--- src/rtl/fap_pkg.sv ---
// shared constants for the buffer access port and disk interrupt bank
package fap_pkg;

  // ---------------------------------------------------------------
  // register addresses on the microcontroller data space
  // ---------------------------------------------------------------
  localparam logic [15:0] FAP_ADDR_BYTE0 = 16'hf0e0;
  localparam logic [15:0] FAP_ADDR_BYTE1 = 16'hf0e1;
  localparam logic [15:0] FAP_ADDR_BYTE2 = 16'hf0e2;
  localparam logic [15:0] FAP_ADDR_BYTE3 = 16'hf0e3;
  localparam logic [15:0] FAP_ADDR_LOW = 16'hf0e4;
  localparam logic [15:0] FAP_ADDR_HIGH = 16'hf0e5;
  localparam logic [15:0] FAP_ADDR_SRC0 = 16'hf0e6;
  localparam logic [15:0] FAP_ADDR_MASK0 = 16'hf0e7;

  // ---------------------------------------------------------------
  // widths
  // ---------------------------------------------------------------
  localparam int FAP_BUF_AW = 13;
  localparam int FAP_WORD_W = 32;
  localparam int FAP_HI_ADDR_W = 5;

  // ---------------------------------------------------------------
  // buffer_addr_high_ctrl fields
  // ---------------------------------------------------------------
  localparam int FAP_DIR_BIT = 7;
  localparam int FAP_BUSY_BIT = 6;
  localparam int FAP_RSV_BIT = 5;
  localparam logic FAP_DIR_WRITE = 1'b0;
  localparam logic FAP_DIR_READ = 1'b1;

  // ---------------------------------------------------------------
  // disk_irq_source0 fields
  // ---------------------------------------------------------------
  localparam int FAP_SRC_MANUAL = 0;
  localparam int FAP_SRC_PEND1 = 1;
  localparam int FAP_SRC_MISMATCH = 2;
  localparam int FAP_SRC_HOSTDONE = 3;
  localparam int FAP_SRC_HOSTPEND = 4;
  localparam int FAP_SRC_DISKDONE = 5;
  localparam int FAP_SRC_AUTOERR = 6;
  localparam int FAP_SRC_COMPLETE = 7;

  // ---------------------------------------------------------------
  // reset values
  // ---------------------------------------------------------------
  localparam logic [7:0] FAP_RST_BYTE = 8'h00;
  localparam logic [12:0] FAP_RST_ADDR = 13'h0000;
  localparam logic [31:0] FAP_RST_WORD = 32'h0000_0000;

endpackage

--- src/rtl/fap_access_engine.sv ---
// buffer access engine: one 32-bit commit or fetch per request
`timescale 1ns/1ps
module fap_access_engine (
  input wire logic clk,
  input wire logic rst,
  input wire logic startCommit,
  input wire logic startFetch,
  input wire logic bufAck,
  output logic bufReq,
  output logic bufWe,
  output logic accessDone
);
  import fap_pkg::*;

  typedef enum logic [1:0] {ENG_IDLE, ENG_COMMIT, ENG_FETCH} fap_eng_t;

  fap_eng_t state_reg;
  fap_eng_t state_next;
  logic req_next;

  // ---------------------------------------------------------------
  // sequencing
  // ---------------------------------------------------------------
  // starts are only honoured when idle; caller gates on busy too
  assign accessDone = bufReq & bufAck;
  assign req_next = (state_next != ENG_IDLE);

  always_comb begin
    state_next = state_reg;
    unique case (state_reg)
      ENG_IDLE: begin
        if (startFetch) begin
          state_next = ENG_FETCH;
        end else if (startCommit) begin
          state_next = ENG_COMMIT;
        end
      end
      ENG_COMMIT, ENG_FETCH: begin
        if (bufAck) begin
          state_next = ENG_IDLE;
        end
      end
    endcase
  end

  // request stays up until the buffer acknowledges
  always_ff @(posedge clk or posedge rst) begin
    if (rst) begin
      state_reg <= ENG_IDLE;
      bufReq <= 1'b0;
      bufWe <= 1'b0;
    end else begin
      state_reg <= state_next;
      bufReq <= req_next;
      bufWe <= (state_next == ENG_COMMIT);
    end
  end

endmodule

--- src/rtl/fap_irq_bank.sv ---
// disk interrupt source register 0 with its enable mask
`timescale 1ns/1ps
module fap_irq_bank (
  input wire logic clk,
  input wire logic rst,
  input wire logic wrSource,
  input wire logic wrEnable,
  input wire logic [7:0] wrData,
  input wire logic transferStart,
  input wire logic autoPhase,
  input wire logic evtManualIrq,
  input wire logic secondRegPending,
  input wire logic evtByteMismatch,
  input wire logic evtHostDone,
  input wire logic evtHostPending,
  input wire logic evtDiskDone,
  input wire logic evtAutoSeqError,
  input wire logic evtCompletion,
  output logic [7:0] sourceValue,
  output logic [7:0] enableValue,
  output logic diskIrq
);
  import fap_pkg::*;

  logic [7:0] source_reg;
  logic [7:0] source_next;
  logic [7:0] setBits;
  logic [7:0] clrBits;

  // ---------------------------------------------------------------
  // set and clear terms
  // ---------------------------------------------------------------
  // manual flag only outside the automatic phase
  assign setBits[FAP_SRC_MANUAL] = evtManualIrq & ~autoPhase;
  assign setBits[FAP_SRC_PEND1] = 1'b0;
  assign setBits[FAP_SRC_MISMATCH] = evtByteMismatch;
  assign setBits[FAP_SRC_HOSTDONE] = evtHostDone;
  assign setBits[FAP_SRC_HOSTPEND] = evtHostPending;
  assign setBits[FAP_SRC_DISKDONE] = evtDiskDone;
  assign setBits[FAP_SRC_AUTOERR] = evtAutoSeqError;
  assign setBits[FAP_SRC_COMPLETE] = evtCompletion;

  // write-one-to-clear plus auto clear of both done flags
  assign clrBits = (wrSource ? wrData : 8'h00) |
    (transferStart ? ((8'h01 << FAP_SRC_HOSTDONE) |
    (8'h01 << FAP_SRC_DISKDONE)) : 8'h00);

  // a set in the clearing cycle wins so no event is lost
  assign source_next = (source_reg & ~clrBits) | setBits;

  // bit 1 is a live view of the second register
  assign sourceValue = {source_reg[7:2], secondRegPending, source_reg[0]};

  // ---------------------------------------------------------------
  // storage
  // ---------------------------------------------------------------
  always_ff @(posedge clk or posedge rst) begin
    if (rst) begin
      source_reg <= FAP_RST_BYTE;
      enableValue <= FAP_RST_BYTE;
      diskIrq <= 1'b0;
    end else begin
      source_reg <= source_next;
      if (wrEnable) begin
        enableValue <= wrData;
      end
      diskIrq <= |(sourceValue & enableValue);
    end
  end

endmodule

--- src/rtl/fap_regs.sv ---
// buffer access port and disk interrupt registers, top level
`timescale 1ns/1ps
module fap_regs (
  input wire logic clk,
  input wire logic rst,
  input wire logic [15:0] mcuAddr,
  input wire logic mcuWrEn,
  input wire logic mcuRdEn,
  input wire logic [7:0] mcuWrData,
  output logic [7:0] mcuRdData,
  output logic bufReq,
  output logic bufWe,
  output logic [fap_pkg::FAP_BUF_AW-1:0] bufAddr,
  output logic [fap_pkg::FAP_WORD_W-1:0] bufWrData,
  input wire logic bufAck,
  input wire logic [fap_pkg::FAP_WORD_W-1:0] bufRdData,
  input wire logic transferStart,
  input wire logic autoPhase,
  input wire logic evtManualIrq,
  input wire logic secondRegPending,
  input wire logic evtByteMismatch,
  input wire logic evtHostDone,
  input wire logic evtHostPending,
  input wire logic evtDiskDone,
  input wire logic evtAutoSeqError,
  input wire logic evtCompletion,
  output logic diskIrq
);
  import fap_pkg::*;

  // ---------------------------------------------------------------
  // helpers
  // ---------------------------------------------------------------
  // merge a byte write into the high part of the access address
  function automatic logic [FAP_BUF_AW-1:0] fap_merge_high(
    input logic [FAP_BUF_AW-1:0] addr,
    input logic [7:0] data
  );
    fap_merge_high = {data[FAP_HI_ADDR_W-1:0], addr[7:0]};
  endfunction

  // merge a byte write into the low part of the access address
  function automatic logic [FAP_BUF_AW-1:0] fap_merge_low(
    input logic [FAP_BUF_AW-1:0] addr,
    input logic [7:0] data
  );
    fap_merge_low = {addr[FAP_BUF_AW-1:8], data};
  endfunction

  // ---------------------------------------------------------------
  // declarations
  // ---------------------------------------------------------------
  logic [FAP_BUF_AW-1:0] addr_reg;
  logic [FAP_BUF_AW-1:0] addr_next;
  logic dir_reg;
  logic [7:0] dataByte_reg [4];
  logic [7:0] rdData_next;
  logic accessBusy;
  logic accessDone;
  logic isFetch;
  logic startCommit;
  logic startFetch;
  logic [FAP_BUF_AW-1:0] addrIssue;
  logic [FAP_WORD_W-1:0] wordAssembled;
  logic [7:0] sourceValue;
  logic [7:0] enableValue;
  logic [7:0] highRead;
  logic selByte0;
  logic selByte1;
  logic selByte2;
  logic selByte3;
  logic selLow;
  logic selHigh;
  logic selSource;
  logic selEnable;
  logic wrLow;
  logic wrHigh;
  logic rdByte3;
  logic wrByte3;

  // ---------------------------------------------------------------
  // address decode
  // ---------------------------------------------------------------
  assign selByte0 = (mcuAddr == FAP_ADDR_BYTE0);
  assign selByte1 = (mcuAddr == FAP_ADDR_BYTE1);
  assign selByte2 = (mcuAddr == FAP_ADDR_BYTE2);
  assign selByte3 = (mcuAddr == FAP_ADDR_BYTE3);
  assign selLow = (mcuAddr == FAP_ADDR_LOW);
  assign selHigh = (mcuAddr == FAP_ADDR_HIGH);
  assign selSource = (mcuAddr == FAP_ADDR_SRC0);
  assign selEnable = (mcuAddr == FAP_ADDR_MASK0);
  assign wrLow = mcuWrEn & selLow;
  assign wrHigh = mcuWrEn & selHigh;
  assign wrByte3 = mcuWrEn & selByte3;
  assign rdByte3 = mcuRdEn & selByte3;

  // ---------------------------------------------------------------
  // access triggers
  // ---------------------------------------------------------------
  // the engine owns the buffer; a trigger seen while busy is dropped
  assign startFetch = ~accessBusy &
    ((wrHigh & (mcuWrData[FAP_DIR_BIT] == FAP_DIR_READ)) |
     (rdByte3 & (dir_reg == FAP_DIR_READ)));
  assign startCommit = ~accessBusy & wrByte3 &
    (dir_reg == FAP_DIR_WRITE);

  // a high-byte write must use its own new address bits
  assign addrIssue = wrHigh ? fap_merge_high(addr_reg, mcuWrData) : addr_reg;

  // the fourth byte arrives in the same cycle as the commit trigger
  assign wordAssembled = {mcuWrData, dataByte_reg[2], dataByte_reg[1],
    dataByte_reg[0]};

  // ---------------------------------------------------------------
  // access address next value
  // ---------------------------------------------------------------
  // firmware writes win over the post-access increment
  assign addr_next = wrLow ? fap_merge_low(addr_reg, mcuWrData) :
    wrHigh ? fap_merge_high(addr_reg, mcuWrData) :
    accessDone ? addr_reg + 13'h0001 : addr_reg;

  // address and direction registers
  always_ff @(posedge clk or posedge rst) begin
    if (rst) begin
      addr_reg <= FAP_RST_ADDR;
      dir_reg <= FAP_DIR_WRITE;
    end else begin
      addr_reg <= addr_next;
      if (wrHigh) begin
        dir_reg <= mcuWrData[FAP_DIR_BIT];
      end
    end
  end

  // ---------------------------------------------------------------
  // data byte registers
  // ---------------------------------------------------------------
  // a finished fetch overwrites all four bytes at once
  always_ff @(posedge clk or posedge rst) begin
    if (rst) begin
      for (int i = 0; i < 4; i++) begin
        dataByte_reg[i] <= FAP_RST_BYTE;
      end
    end else if (accessDone && isFetch) begin
      for (int i = 0; i < 4; i++) begin
        dataByte_reg[i] <= bufRdData[8*i +: 8];
      end
    end else if (mcuWrEn) begin
      if (selByte0) begin
        dataByte_reg[0] <= mcuWrData;
      end
      if (selByte1) begin
        dataByte_reg[1] <= mcuWrData;
      end
      if (selByte2) begin
        dataByte_reg[2] <= mcuWrData;
      end
      if (selByte3) begin
        dataByte_reg[3] <= mcuWrData;
      end
    end
  end

  // buffer address and write word are held for the whole request
  always_ff @(posedge clk or posedge rst) begin
    if (rst) begin
      bufAddr <= FAP_RST_ADDR;
      bufWrData <= FAP_RST_WORD;
    end else if (startFetch) begin
      bufAddr <= addrIssue;
    end else if (startCommit) begin
      bufAddr <= addr_reg;
      bufWrData <= wordAssembled;
    end
  end

  // ---------------------------------------------------------------
  // engine and interrupt bank
  // ---------------------------------------------------------------
  fap_access_engine u_engine (
    .clk(clk),
    .rst(rst),
    .startCommit(startCommit),
    .startFetch(startFetch),
    .bufAck(bufAck),
    .bufReq(bufReq),
    .bufWe(bufWe),
    .accessDone(accessDone)
  );

  // busy is the pending request itself
  assign accessBusy = bufReq;
  assign isFetch = ~bufWe;

  fap_irq_bank u_irq (
    .clk(clk),
    .rst(rst),
    .wrSource(mcuWrEn & selSource),
    .wrEnable(mcuWrEn & selEnable),
    .wrData(mcuWrData),
    .transferStart(transferStart),
    .autoPhase(autoPhase),
    .evtManualIrq(evtManualIrq),
    .secondRegPending(secondRegPending),
    .evtByteMismatch(evtByteMismatch),
    .evtHostDone(evtHostDone),
    .evtHostPending(evtHostPending),
    .evtDiskDone(evtDiskDone),
    .evtAutoSeqError(evtAutoSeqError),
    .evtCompletion(evtCompletion),
    .sourceValue(sourceValue),
    .enableValue(enableValue),
    .diskIrq(diskIrq)
  );

  // ---------------------------------------------------------------
  // read path
  // ---------------------------------------------------------------
  // reserved bit 5 always reads zero
  assign highRead = {dir_reg, accessBusy, 1'b0,
    addr_reg[FAP_BUF_AW-1:8]};
  assign rdData_next = selByte0 ? dataByte_reg[0] :
    selByte1 ? dataByte_reg[1] :
    selByte2 ? dataByte_reg[2] :
    selByte3 ? dataByte_reg[3] :
    selLow ? addr_reg[7:0] :
    selHigh ? highRead :
    selSource ? sourceValue :
    selEnable ? enableValue : 8'h00;

  // read data lands one cycle after the strobe, zero otherwise
  always_ff @(posedge clk or posedge rst) begin
    if (rst) begin
      mcuRdData <= FAP_RST_BYTE;
    end else begin
      mcuRdData <= mcuRdEn ? rdData_next : 8'h00;
    end
  end
endmodule

--- config.mk ---
export PLATFORM = sky130hd
export DESIGN_NAME = fap_regs
export DESIGN_NICKNAME = d
export VERILOG_FILES = /design/src/rtl/fap_pkg.sv /design/src/rtl/fap_access_engine.sv /design/src/rtl/fap_irq_bank.sv /design/src/rtl/fap_regs.sv
export SDC_FILE = /design/constraint.sdc
export NUM_CORES = 1
export LEC_CHECK = 0
export ABC_CLOCK_PERIOD_IN_PS = 5000
export BUFFER_PORTS_ARGS = -buffer_cell sky130_fd_sc_hd__buf_2
export CORE_ASPECT_RATIO = 0.8
export CORE_MARGIN = 4
export CORE_UTILIZATION = 55
export CTS_CLUSTER_DIAMETER = 150
export DETAILED_ROUTE_END_ITERATION = 16
export PLACE_DENSITY = 0.8
export SLEW_MARGIN = 15
export SYNTH_ARGS = -nofsm -noshare
export SYNTH_HDL_FRONTEND = slang
export SYNTH_SLANG_ARGS = --single-unit
--- constraint.sdc ---
create_clock -name clk -period 5 [get_ports clk]
set_clock_uncertainty 0.1 [all_clocks]
set_input_delay 1 -clock clk [delete_from_list [all_inputs] [get_ports clk]]
set_output_delay 1 -clock clk [all_outputs]
set_load 0.01 [all_outputs]
==> results of run 1 <==
power by group through the flow:
stage	logic (mW)	registers (mW)	clock network, mW
3_3_place_gp	0.164	1.06	0
2_1_floorplan	0.107	1.04	0
6_report	0.173	1.05	1.20
3_5_place_dp	0.170	1.06	0
5_1_grt	0.191	1.05	1.25
4_1_cts	0.172	1.05	1.21
path summary, 6_finish.rpt:
path	from	end
max	mcuAddr[9]	bufWrData[10]
min	bufAddr[10]	bufAddr[10]
max reg2reg	u_engine.bufReq	addr_reg[7]
min reg2reg	bufAddr[10]	bufAddr[10]
max in group asynchronous	rst	u_irq.enableValue[5]
min in group asynchronous	rst	u_engine.bufWe
per-stage QoR:
stage / total power, mW / std cells / setup WS (ns) / hold WS, ns
finish: 2.43 / 799 / 1.45 / 0.371
global route: 2.50 / 799 / 1.35 / 0.396
CTS: 2.43 / 798 / 1.47 / 0.370
detailed placement: 1.23 / 768 / 1.10 / 0.359
global placement: 1.22 / 768 / 1.17 / 0.350
floorplan: 1.15 / 529 / 0.743 / 0.367
routing by layer:
| layer | GRT usage | routed length, um | up-vias | part of all wire |
|---|---|---|---|---|
| li1 | - | - | 2145 | - |
| met1 | 0.365 | 7160 | 2421 | 0.42 |
| met2 | 0.419 | 7600 | 266 | 0.45 |
| met3 | 0.111 | 1800 | 40 | 0.11 |
| met4 | 0.103 | 452 | 0 | 0.027 |
| met5 | 0 | 0 | - | 0 |
final cells by class:
class / count / area share
clock buffers: 19 / 0.0607
clock inverters: 11 / 0.0182
inverters: 9 / 0.00498
multi-input cells: 369 / 0.389
flip-flops and latches: 119 / 0.408
well taps: 140 / 0.0240
repair buffers: 132 / 0.0944
cells in the final DEF, fill, tap and decap left out, drive strengths merged, types with 4 or more instances in the layout:
master	netlist	routed
inv	9	9
o22ai	8	8
a21oi	37	37
nor3	4	4
buf	8	132
o21ai	41	41
clkbuf	24	19
nor4	5	5
nand4	10	10
a21o	5	5
xor2	7	7
a22oi	5	5
mux2	63	63
nand2	59	59
nand3	14	14
clkinv	0	7
and2	5	5
mux4	7	7
nor2	22	22
mux2i	39	39
dfrtp	119	119
worst max-delay path, delay by kind of cell:
family                 cells  cell delay [ns]
buffers and inverters      2             0.50
muxes                      1             0.33
and+or+nand+nor            4             1.90
logic make-up (layout without fill, tap and decap cells):
family	count (synthesis)	after routing	share of synthesized area
flops	119	119	0.497
simple gates	139	139	0.124
xor+xnor	8	8	0.0117
compound gates	112	112	0.109
fa+ha+maj	1	1	0.00209
mux	109	109	0.226
buf+inv	41	171	0.0309
==> key figures, run 1 <==
Setup path
  – Crit Path Class: input pin to flip-flop
  – Slowest-stage cell, CP: or4_4
  – Max incr delay on CP: 0.57 ns
  – Length in cells of the worst reg-to-reg path: 5
  – Crit path capture type: flip-flop
  – Crit-path cells: buf_2, or4_4, nor4_4, and2b_1, nand4_4, buf_4, mux2_4
  – Crit start category: input pin
  – Crit path required time: 5.20 ns
  – Crit-path max FO: 21
  – Critical Path AT: between 3 and 4 ns
  – R2R setup slack: between 2 and 3 ns

Timing
  – Min Tclk post-route: between 3 and 4 ns
  – Setup tns final: 0 ns
  – Fmax: ~0.28 GHz
  – Unrepaired setup endpoints after global routing: false
  – Setup violators final: 0
  – Hold Vio Cnt, Final: 0
  – Fin. max-slew vios: 0
  – Final period util: 0.709
  – Rel. slew slack: 0.255
  – Worst slew pin tran: 1.11 ns

Synth
  – Leading post-synthesis cells by cell area: dfrtp_1, mux2_2, mux2i_1
  – Cell taking the most area after synthesis: dfrtp_1
  – Post-Syn Nets: 601
  – Synth top cells by count: dfrtp_1, nand2_1, o21ai_0
  – Asr flop ratio synth: 1.00
  – Count leader, synth: dfrtp_1
  – Synth warn: 0
  – FF+latch count, synth: roughly 120
  – Avg Cell Area, Syn: 11.3 um2
  – Library cells used by synthesis: 55
  – Number of flops mapped to enable cells by yosys: 0
  – Cells after Synth: approximately 530
  – Post-synth top area share: 0.497
  – Register area share after synthesis: 0.497
  – Top_reg_cell synth: dfrtp_1
  – Post-Syn Area: ~6000 um2

Route
  – DR vias/cell: around 6
  – Via count: ~4.9k
  – Final ANT Viol Nets: 0
  – First drt pass iteration count: 5
  – Routed WL per cell: 21.3 um
  – 1st-iter DRT viols: 547
  – Final wirelength: about 17 mm
  – Remaining DRCs: 0

Global routing
  – Number of global-route vias before repair: between 4k and 5k
  – GRT overflow: 0
  – Largest net degree at the start of global routing: 65
  – Global-route wire length before repair: roughly 27 mm
  – Total Routing Usage GR: 0.277
  – Initial antenna violation count: 0

Final layout
  – Diode count: 0
  – Register area: about 3000 um2
  – Area of the multi-input gates: 2840 um2
  – Share of cells above drive strength 1: 0.375
  – Final design utilization: 0.698
  – Area grow syn2layout: 21.6%
  – Fillers: just under 800
  – Final instance area: 7290 um2
  – Final #Nets: 720

Placement
  – IO Port Bufs: 126
  – RePlAce Congestion: 0.926
  – HPWL after DPL: about 12 mm
  – Placed Instance Area: 6700 um2

Power
  – Power share of the clock group: 0.497
  – Sequential power share: 0.432
  – Cell Pwr Density: ~330 nW/um2
  – Internal power: 1.86 mW
  – Net Sw Power: around 570 uW
  – Worst VDD drop: approximately 0.00020 V
  – Leak Pwr: approximately 3.8 nW
  – Logic pwr share: 0.071
  – Switching Share: 0.234

Clock tree
  – CTS buffer count: 17
  – Clk_lat worst skew: between 0.4 and 0.5 ns
  – TritonCTS clock tree: built
  – Clock-pin slew of the registers on the worst-case setup and hold paths: 0.05 ns
  – Clock root buffer: clkbuf_16
  – Clock Path Buffers: 2
  – Total clock sinks: 119
  – Hold-fix buffers at CTS: 0
  – Htree depth: 4
  – Resized Gates After CTS: 0
  – Post-CTS Setup Bufs: 0

Die
  – Full die area: 12600 um2
  – Io pins: around 130
  – Die Ht: 101 um
  – Die span in x: 125 um
  – Initial Util: 0.574
  – Placeable Area: roughly 10000 um2
  – Row Count: 33

Outcome
  – Outcome: finished, final reports clean

Run
  – Total of max-cap violations: 0

Hold path
  – Cells on Worst Hold Path: 2
  – HP Class: flip-flop to flip-flop
(Power assumes the default switching activity.)
==> run 2: changes to the inputs <==
Settings changed: ABC_CLOCK_PERIOD_IN_PS 5000 to 3200, CORE_UTILIZATION 55 to 50, PLACE_DENSITY 0.8 to 0.77.
Clock period 5 ns to 3.2 ns, I/O delays scaled along.
==> key figures, run 2 (synthesized netlist as in run 1, its figures left out) <==
Global routing
  – GRT overflow: 0
  – Total Routing Usage GR: 0.267
  – Global-route wire length before repair: around 28 mm
  – Number of global-route vias before repair: around 5k
  – Largest net degree at the start of global routing: between 60 and 70
  – Initial antenna violation count: 0

Outcome
  – Outcome: finished, final reports clean

Timing
  – Setup violators final: 0
  – Final period util: 0.870
  – Min Tclk post-route: 2.78 ns
  – Unrepaired setup endpoints after global routing: false
  – Setup tns final: 0 ns
  – Rel. slew slack: 0.463
  – Hold Vio Cnt, Final: 0
  – Fmax: roughly 0.36 GHz
  – Hold WS: 0.274 ns
  – Worst slew pin tran: about 0.8 ns
  – Fin. max-slew vios: 0

Setup path
  – Length in cells of the worst reg-to-reg path: 5
  – Critical Path AT: ~3 ns
  – Crit-path max FO: 5
  – Crit Path Class: input pin to flip-flop
  – Crit start category: input pin
  – Crit path capture type: flip-flop
  – Crit path required time: roughly 3.4 ns

Die
  – Row Count: 35
  – Placeable Area: roughly 12000 um2
  – Initial Util: 0.517
  – Io pins: roughly 130
  – Full die area: about 14000 um2
  – Die span in x: between 100 and 150 um
  – Die Ht: between 100 and 150 um

Route
  – Final wirelength: 17.7 mm
  – Final ANT Viol Nets: 0
  – Routed WL per cell: 21.6 um
  – Via count: 4801
  – 1st-iter DRT viols: roughly 410
  – First drt pass iteration count: 4
  – DR vias/cell: just under 6
  – Remaining DRCs: 0

Clock tree
  – Post-CTS Setup Bufs: 0
  – Clock root buffer: clkbuf_16
  – TritonCTS clock tree: built
  – Hold-fix buffers at CTS: 0
  – Clock-pin slew of the registers on the worst-case setup and hold paths: approximately 0.050 ns
  – Clk_lat worst skew: 0.41 ns
  – Total clock sinks: about 120
  – CTS buffer count: 17
  – Resized Gates After CTS: 0
  – Htree depth: 4
  – Clock Path Buffers: 2

Final layout
  – Leading cell type in the layout, fill and taps excluded: buf_2
  – Diode count: 0
  – Fillers: 934
  – Most frequent cells in the layout: buf_2, dfrtp_1, nand2_1, o21ai_0, mux2i_1
  – Area grow syn2layout: 22.9%
  – Final #Nets: 729
  – Share of cells above drive strength 1: 0.380
  – Cell Count, Final, Fillers Out: approximately 800

Run
  – Total of max-cap violations: 0

Power
  – Leak Pwr: ~3.9 nW
  – Overall Power: 3.72 mW
  – Worst VDD drop: about 0.0005 V
  – Cell Pwr Density: 505 nW/um2

Placement
  – Placed cells: roughly 790
  – HPWL after DPL: 12.7 mm
  – IO Port Bufs: roughly 130
  – RePlAce Congestion: ~0.91

Hold path
  – HP Class: input pin to async pin
[run 2: cell count changes in the layout (fill, tap and decap cells not counted)]
cell / before / now
buf_12: 1 / 2
buf_4: 5 / 13
bufinv_16: 3 / 2
clkbuf_1: 1 / 4
clkinv_2: 7 / 4
clkinvlp_4: 1 / 4
inv_4: 1 / 0
[run 2: path summary, 6_finish.rpt]
kind / end / slack (ns) / start
worst max-delay path: bufAddr[9] / 0.42 / mcuAddr[9]
worst min-delay path: dataByte_reg[11] / 0.27 / rst
worst max register to register: addr_reg[5] / 0.87 / u_engine.bufReq
worst min register to register: bufAddr[10] / 0.36 / bufAddr[10]
max in group asynchronous: mcuRdData[5] / 2.04 / rst
min in group clk: u_irq.source_reg[4] / 0.31 / evtHostPending
[run 2: report_power, final]
group	switching [mW]	internal, mW
registers	0.0720	1.57
logic	0.157	0.118
clock network	0.650	1.15
total	0.879	2.84
[run 2: per-stage QoR]
stage / instance area (um2) / setup WS [ns] / util
after floorplan: 6000 / 0.297 / -
after global placement: 6810 / 0.0476 / 0.587
after detailed placement: 6810 / 0.0123 / 0.587
after CTS: 7370 / 0.435 / 0.635
after global routing: 7370 / 0.292 / 0.635
final: 7370 / 0.416 / 0.635
[run 2: cell type report]
class / instances / area [um2] / share of cell area
clock buffer: 22 / 454 / 0.0617
clock inverter: 9 / 103 / 0.0139
inverter: 9 / 37.5 / 0.00510
multi-input combinational: 369 / 2840 / 0.386
sequential: 119 / 2980 / 0.404
tap: 148 / 185 / 0.0251
timing repair buffer: 141 / 768 / 0.104
[run 2: critical path, cell delays in order]
cell	delay [ns]
buf_2	0.11
or4_4	0.58
nor4_4	0.44
nand4_4	0.17
nor3_2	0.40
mux2_2	0.39
mux2_2	0.26
[run 2: layer usage]
| layer | up-vias | wire length [um] | GRT usage |
|---|---|---|---|
| met5 | - | 0 | 0 |
| met4 | 0 | 420 | 0.0844 |
| met3 | 28 | 1390 | 0.0603 |
| met2 | 214 | 7480 | 0.367 |
| met1 | 2389 | 8380 | 0.417 |
| li1 | 2170 | - | - |
